File: src/verilog/usd_consts.svh
// timing and encoding constants for the start-detect and multidrop receiver
`ifndef USD_CONSTS_SVH
`define USD_CONSTS_SVH
`define USD_CLK_MHZ 40
`define USD_SIZE_NINE 3'h7
`define USD_FLAG_ADDR 1'h1
`define USD_DATA_W 9
`define USD_FIFO_DEPTH 16
`define USD_OSC_START_NS 1000
`define USD_OSC_START_CYC ((`USD_OSC_START_NS * `USD_CLK_MHZ + 999) / 1000)
`endif

File: src/verilog/usd_pkg.sv
// types shared by the start-detect and multidrop receiver
package usd_pkg;
  typedef struct packed {
    logic [8:0] data;
    logic frame_flag;
  } usd_frame_type;
  typedef enum logic [1:0] {
    USD_AWAKE,
    USD_ASLEEP,
    USD_OSC_START,
    USD_RECEIVING
  } usd_state_type;
endpackage

File: src/verilog/usd_fifo.sv
// synchronous fifo with valid and ready on both sides
module usd_fifo #(
  parameter int WIDTH = 10,
  parameter int DEPTH = 16
) (
  input wire logic clk_i,
  input wire logic rst_n_i,
  input wire logic [WIDTH-1:0] in_data_i,
  input wire logic in_valid_i,
  output logic in_ready_o,
  output logic [WIDTH-1:0] out_data_o,
  output logic out_valid_o,
  input wire logic out_ready_i
);
  localparam int AW = $clog2(DEPTH);
  initial
  begin
    if (DEPTH < 2 || (1 << AW) != DEPTH)
      $error("depth must be a power of two");
  end
  logic [WIDTH-1:0] mem_q [DEPTH];
  logic [AW:0] wr_q;
  logic [AW:0] rd_q;
  logic push;
  logic pop;
  assign in_ready_o = (wr_q - rd_q) != (AW+1)'(DEPTH);
  assign out_valid_o = wr_q != rd_q;
  assign push = in_valid_i && in_ready_o;
  assign pop = out_valid_o && out_ready_i;
  assign out_data_o = mem_q[rd_q[AW-1:0]];
  always_ff @(posedge clk_i)
  begin
    if (push)
      mem_q[wr_q[AW-1:0]] <= in_data_i;
  end
  always_ff @(posedge clk_i or negedge rst_n_i)
  begin
    if (!rst_n_i)
    begin
      wr_q <= '0;
      rd_q <= '0;
    end
    else
    begin
      if (push)
        wr_q <= wr_q + 1'b1;
      if (pop)
        rd_q <= rd_q + 1'b1;
    end
  end
endmodule // usd_fifo

File: src/verilog/usd_rx_ext.sv
// start-frame detector and multidrop address filter on the receive path
`include "usd_consts.svh"
module usd_rx_ext #(
  parameter int OSC_START_CYC = `USD_OSC_START_CYC,
  parameter int FIFO_DEPTH = `USD_FIFO_DEPTH
) (
  input wire logic clk_i,
  input wire logic rst_n_i,
  input wire logic serial_receive_line_i,
  input wire logic deep_sleep_i,
  input wire logic start_frame_detect_enable_i,
  input wire logic receive_start_irq_enable_i,
  input wire logic synchronous_mode_i,
  input wire logic multidrop_filter_enable_i,
  input wire logic [2:0] character_size_code_i,
  input wire logic [8:0] frame_data_i,
  input wire logic first_stop_bit_i,
  input wire logic frame_done_i,
  output logic frame_taken_o,
  output logic oscillator_enable_o,
  output logic transceiver_clock_enable_o,
  output logic system_clock_enable_o,
  output logic receive_start_irq_o,
  output logic wake_request_o,
  output logic [2:0] tx_character_size_o,
  output logic [8:0] serial_data_register_o,
  output logic received_ninth_bit_o,
  output logic receive_complete_flag_o,
  input wire logic serial_data_read_i
);
  initial
  begin
    // start counter is 16 bits wide
    if (OSC_START_CYC < 1 || OSC_START_CYC > 65536)
      $error("oscillator start count must lie between one and 65536");
  end

  usd_pkg::usd_state_type state_q;
  logic line_q;
  logic [15:0] osc_cnt_q;
  logic irq_q;
  logic fall;
  logic is_addr;
  logic keep;
  logic fifo_ready;
  logic fifo_valid;
  usd_pkg::usd_frame_type in_frame;
  usd_pkg::usd_frame_type out_frame;

  function automatic logic frame_flag(input logic [2:0] size, input logic [8:0] d,
                                      input logic stop);
    frame_flag = (size == `USD_SIZE_NINE) ? d[8] : stop;
  endfunction

  // previous line level kept so a falling edge can be seen
  always_ff @(posedge clk_i or negedge rst_n_i)
  begin
    if (!rst_n_i)
      line_q <= 1'b1;
    else
      line_q <= serial_receive_line_i;
  end
  // detector is mode-agnostic: same edge in async and sync mode
  assign fall = line_q && !serial_receive_line_i && start_frame_detect_enable_i;

  always_ff @(posedge clk_i or negedge rst_n_i)
  begin
    if (!rst_n_i)
    begin
      state_q <= usd_pkg::USD_AWAKE;
      osc_cnt_q <= '0;
    end
    else
    begin
      case (state_q)
        usd_pkg::USD_AWAKE:
          if (deep_sleep_i)
            state_q <= usd_pkg::USD_ASLEEP;
        usd_pkg::USD_ASLEEP:
          if (!deep_sleep_i)
            state_q <= usd_pkg::USD_AWAKE;
          else if (fall)
          begin
            state_q <= usd_pkg::USD_OSC_START;
            osc_cnt_q <= 16'(OSC_START_CYC - 1);
          end
        usd_pkg::USD_OSC_START:
          if (osc_cnt_q == '0)
            state_q <= usd_pkg::USD_RECEIVING;
          else
            osc_cnt_q <= osc_cnt_q - 1'b1;
        usd_pkg::USD_RECEIVING:
          if (!deep_sleep_i)
            state_q <= usd_pkg::USD_AWAKE;
          else if (frame_done_i)
            state_q <= usd_pkg::USD_ASLEEP; // frame finished: back to sleep
        default:
          state_q <= usd_pkg::USD_AWAKE;
      endcase
    end
  end

  // deep sleep keeps the oscillator off unless a detected frame is in flight
  assign oscillator_enable_o = (state_q == usd_pkg::USD_AWAKE) ||
                               (state_q == usd_pkg::USD_OSC_START) ||
                               (state_q == usd_pkg::USD_RECEIVING);
  assign transceiver_clock_enable_o = (state_q == usd_pkg::USD_AWAKE) ||
                                      (state_q == usd_pkg::USD_RECEIVING);
  assign system_clock_enable_o = (state_q == usd_pkg::USD_AWAKE) ||
                                 (state_q != usd_pkg::USD_ASLEEP && irq_q);

  // start irq is a level until the device is awake again
  always_ff @(posedge clk_i or negedge rst_n_i)
  begin
    if (!rst_n_i)
      irq_q <= 1'b0;
    else if (state_q == usd_pkg::USD_ASLEEP && fall && receive_start_irq_enable_i)
      irq_q <= 1'b1;
    else if (state_q == usd_pkg::USD_AWAKE)
      irq_q <= 1'b0;
  end
  assign receive_start_irq_o = irq_q;
  assign wake_request_o = irq_q || receive_complete_flag_o;

  // transmit path shares size only; filter never touches it
  assign tx_character_size_o = character_size_code_i;

  assign is_addr = frame_flag(character_size_code_i, frame_data_i, first_stop_bit_i) ==
                   `USD_FLAG_ADDR;
  assign keep = !multidrop_filter_enable_i || is_addr;
  assign in_frame.data = frame_data_i;
  assign in_frame.frame_flag = is_addr;
  // a full buffer stalls the framer through frame_taken_o
  assign frame_taken_o = frame_done_i && (!keep || fifo_ready);

  usd_fifo #(
    .WIDTH(`USD_DATA_W + 1),
    .DEPTH(FIFO_DEPTH)
  ) u_fifo (
    .clk_i(clk_i),
    .rst_n_i(rst_n_i),
    .in_data_i(in_frame),
    .in_valid_i(frame_done_i && keep),
    .in_ready_o(fifo_ready),
    .out_data_o(out_frame),
    .out_valid_o(fifo_valid),
    .out_ready_i(serial_data_read_i)
  );

  assign receive_complete_flag_o = fifo_valid;
  always_ff @(posedge clk_i or negedge rst_n_i)
  begin
    if (!rst_n_i)
    begin
      serial_data_register_o <= '0;
      received_ninth_bit_o <= 1'b0;
    end
    else
    begin
      serial_data_register_o <= out_frame.data;
      received_ninth_bit_o <= out_frame.data[8];
    end
  end
endmodule // usd_rx_ext

File: config.mk
export PLATFORM = sky130hd
export DESIGN_NAME = usd_rx_ext
export DESIGN_NICKNAME = d
export VERILOG_FILES = /design/src/verilog/usd_pkg.sv /design/src/verilog/usd_fifo.sv /design/src/verilog/usd_rx_ext.sv
export VERILOG_INCLUDE_DIRS = /design/src /design/src/verilog
export SDC_FILE = /design/constraint.sdc
export NUM_CORES = 1
export LEC_CHECK = 0
export BUFFER_PORTS_ARGS = -buffer_cell sky130_fd_sc_hd__buf_2
export CELL_PAD_IN_SITES_DETAIL_PLACEMENT = 0
export CELL_PAD_IN_SITES_GLOBAL_PLACEMENT = 1
export CORE_MARGIN = 10
export CORE_UTILIZATION = 55
export DETAILED_ROUTE_END_ITERATION = 6
export PLACE_DENSITY_LB_ADDON = 0.12
export SLEW_MARGIN = 20
export SYNTH_ARGS = -nofsm -noshare
export SYNTH_HDL_FRONTEND = slang
export SYNTH_SLANG_ARGS = --single-unit
File: constraint.sdc
create_clock -name clk_i -period 7.6 [get_ports clk_i]
set_input_delay 0 -clock clk_i [delete_from_list [all_inputs] [get_ports clk_i]]
set_output_delay 0 -clock clk_i [all_outputs]
set_load 0.01 [all_outputs]
==> flow_summary_export.csv <==
group,metric,value,unit
synth,async_flop_share,21.3,%
sta,fmax,263,MHz
sta,max_slew_margin,36.2,%
outcome,status,"finished, violations left",
clocking,cts_buffers,17,
synth,yosysSeqAreaShare,69.9,%
power_and_ir_drop,p_leak,3.15,nW
worst_setup_path,crit_arrival,3.86,ns
sta,rsz0062_at_grt,"no",
floorplanning,boundaryPins,43,
power_and_ir_drop,ir_drop,0.198,mV
sta,layout_min_cycle_time,3.80,ns
sta,clock_skew,0.0104,ns
clocking,cts_buffer_depth,2,
grt,grt_max_degree,41,
synth,synth_area_leader_cell,"edfxtp_1",
synth,syn_nets,511,
worst_setup_path,critical_path_class,"flop to flop",
floorplanning,core.rowCount,42,
worst_setup_path,slowest_stage,"nor2_1",
clocking,postCtsHoldBufs,12,
worst_setup_path,reg2reg_slack,3.80,ns
placed_design,place_congestion,0.806,
detailed_routing,vias,4152,
grt,grt_pass1_vias,4392,
synth,synth_seq_cells,183,
detailed_routing,drt_iter0_drc,333,
clocking,worstSkewPairLatency,0.43,ns
detailed_routing,drc,0,
hold_path,hp-class,"input port to flop",
synth,yosysWarnings,0,
cells_and_area,nets,572,
floorplanning,coreArea,0.0134,mm2
worst_setup_path,setup.worst_path.start,"u_fifo.rd_q[2]$_DFFE_PN0P_",
detailed_routing,routedWlPerCell,21.4,um
worst_setup_path,reg2regPathDepth,9,
clocking,cts.sinks,183,
synth,syn_area,0.00759,mm2
cells_and_area,diodes,0,
synth,synth_commonest_cells,"edfxtp_1, nand2_1, dfrtp_1",
detailed_routing,wl,15400,um
floorplanning,die_h,137,um
cells_and_area,nFillCells,957,
detailed_routing,ant_nets,0,
grt,grt_first_pass_wirelength,24400,um
floorplanning,start_util,56.6,%
worst_setup_path,cp.required,7.65,ns
clocking,htreeDepth,4,
sta,tightest_slew,0.957,ns
worst_setup_path,cp_max_fo,31,
worst_setup_path,crit_end,"u_fifo.mem_q[8][3]$_DFFE_PP_",
cells_and_area,drive_above_1_share,22.3,%
clocking,cts_setup_buffers,0,
clocking,post_cts_resized,0,
synth,synth-main-ff-cell,"edfxtp_1",
synth,synth_top_cell_area_share,57.0,%
worst_setup_path,critPathLaunchType,"flop",
synth,synth_cell_types,44,
grt,grtUsageTotal,17.8,%
power_and_ir_drop,power.density,370,mW/mm2
synth,yosysMostFrequentCell,"edfxtp_1",
clocking,cts_root_buffer,"clkbuf_16",
job,maxCapViolations,0,
grt,antenna_found_initial,0,
placed_design,io_buffers,41,
clocking,clk_pin_slew,0.07,ns
synth,synth_edf_count,144,
grt,grt.overflow.total,0,
clocking,cts_tree,"built",
sta,setup_viol,0,
floorplanning,die_x,137,um
cells_and_area,multi_input_area,0.00214,mm2
outcome,failed_checks,"hold timing",
floorplanning,dieArea,0.0189,mm2
detailed_routing,via_per_inst,5.75,
placed_design,hpwl,9810,um
detailed_routing,drt_first_pass_iters,5,
cells_and_area,register_area,0.00530,mm2
synth,synthCells,472,
synth,avgSynthCellArea,16.1,um2
worst_setup_path,crit_chain,"buf_4, clkinv_1, ha_1, a21oi_1, a21bo_2, xnor2_1, nand4b_1, nand3_1, nor2_1",
sta,fin_crit_sh,50.1,%
sta,setup-tns-final,0,ns
sta,hold_violations,15,
sta,finalMaxSlewViolations,0,
worst_setup_path,r2r_end,"u_fifo.mem_q[8][3]$_DFFE_PP_",
worst_setup_path,r2r-start,"u_fifo.rd_q[2]$_DFFE_PN0P_",
worst_setup_path,critPathMaxStageDelay,0.76,ns
cells_and_area,finish.utilization,64.7,%
worst_setup_path,worstSetupEndpointType,"flop",
cells_and_area,syn2layout_area_growth,14.3,%
synth,synth.area.top_cells,"edfxtp_1, dfrtp_1, mux4_2, nand2_1, ha_1",
sta,whs,-0.00997,ns
## layout by cell type (no fill, tap or decap), types with 5 or more instances in the layout
| cell | instances |
|---|---|
| a21oi_1 | 12 |
| a31oi_1 | 11 |
| and3_1 | 11 |
| buf_2 | 41 |
| buf_4 | 9 |
| clkbuf_16 | 17 |
| dfrtp_1 | 37 |
| dlygate4sd3_1 | 12 |
| edfxtp_1 | 144 |
| ha_1 | 16 |
| inv_1 | 13 |
| mux4_2 | 36 |
| nand2_1 | 54 |
| nand3_1 | 10 |
| nor2_1 | 24 |
| nor2b_1 | 6 |
| nor3_1 | 12 |
| o21ai_0 | 8 |
| or3_1 | 5 |
| xnor2_1 | 12 |
| xor2_1 | 8 |
## state kept, by name, summed over array words and instances, names as in the netlist, named ones only
name                    flops
u_fifo.mem_q              144
receive_start_irq_o         1
line_q                      1
serial_data_register_o      8
u_fifo.rd_q                 5
osc_cnt_q                  16
received_ninth_bit_o        1
u_fifo.wr_q                 5
state_q                     1
## layout make-up
class | count | area share [%]
Clock buffer | 22 | 5.35
Clock inverter | 10 | 1.08
Inverter | 14 | 0.606
Multi-Input combinational cell | 255 | 24.7
Sequential cell | 183 | 61.2
Tap cell | 176 | 2.54
Timing Repair Buffer | 62 | 4.53
## per-layer routing
metal	vias to the layer above	track usage (%)	share of wire [%]
met4	0	5.91	1.2
li1	1912	-	-
met2	126	28.6	50
met5	-	0	0
met3	20	4.84	6.2
met1	2094	22.9	43
## metrics by stage
stage | total power, mW | instance area [um2] | setup slack [ns] | std cells
final | 3.21 | 8670 | 3.80 | 722
after global routing | 3.41 | 8670 | 3.45 | 722
after CTS | 3.24 | 8670 | 3.81 | 722
after detailed placement | 2.40 | 7990 | 3.83 | 678
after global placement | 2.38 | 7990 | 3.88 | 678
after floorplan | 2.10 | 7590 | 3.88 | 472
## worst min path at each step
stage	from	depth (start not counted)	end	slack (ns)
after floorplan	rst_n_i	0	async pin	-0.30
after global placement	serial_receive_line_i	1	line_q$_DFF_PN1_	0.12
after detailed placement	serial_receive_line_i	1	line_q$_DFF_PN1_	0.13
after CTS	frame_data_i[8]	1	u_fifo.mem_q[11][9]$_DFFE_PP_	0.001
after global routing	frame_data_i[8]	1	u_fifo.mem_q[11][9]$_DFFE_PP_	0.009
final	frame_data_i[8]	1	u_fifo.mem_q[11][9]$_DFFE_PP_	-0.01
## where the power goes
| part | internal [mW] | leakage [nW] | switching (mW) |
|---|---|---|---|
| Sequential | 1.24 | 1.78 | 0.102 |
| Combinational | 0.444 | 1.10 | 0.591 |
| Clock | 0.470 | 0.274 | 0.359 |
## critical path: cells and delay by family, from the launching register on
kind	cells	cell delay [ns]
flip-flops	1	0.32
AND/OR/NAND/NOR	3	1.19
adder cells (fa/ha/maj)	1	0.51
buffers and inverters	2	0.88
XOR/XNOR	1	0.13
AO/OA/AOI/OAI	2	0.38
## cell families (layout without fill, tap and decap cells)
group                    after synthesis  count (layout)  synth area share, %
XOR/XNOR                              20              20                 2.31
buffers and inverters                 34             108                 1.96
adder cells (fa/ha/maj)               16              16                 2.64
flip-flops                           183             183                 69.9
AND/OR/NAND/NOR                      142             142                 9.25
AO/OA/AOI/OAI                         39              39                 3.02
multiplexers                          38              38                 10.9
Note: power is estimated with default switching activity, not from simulation.
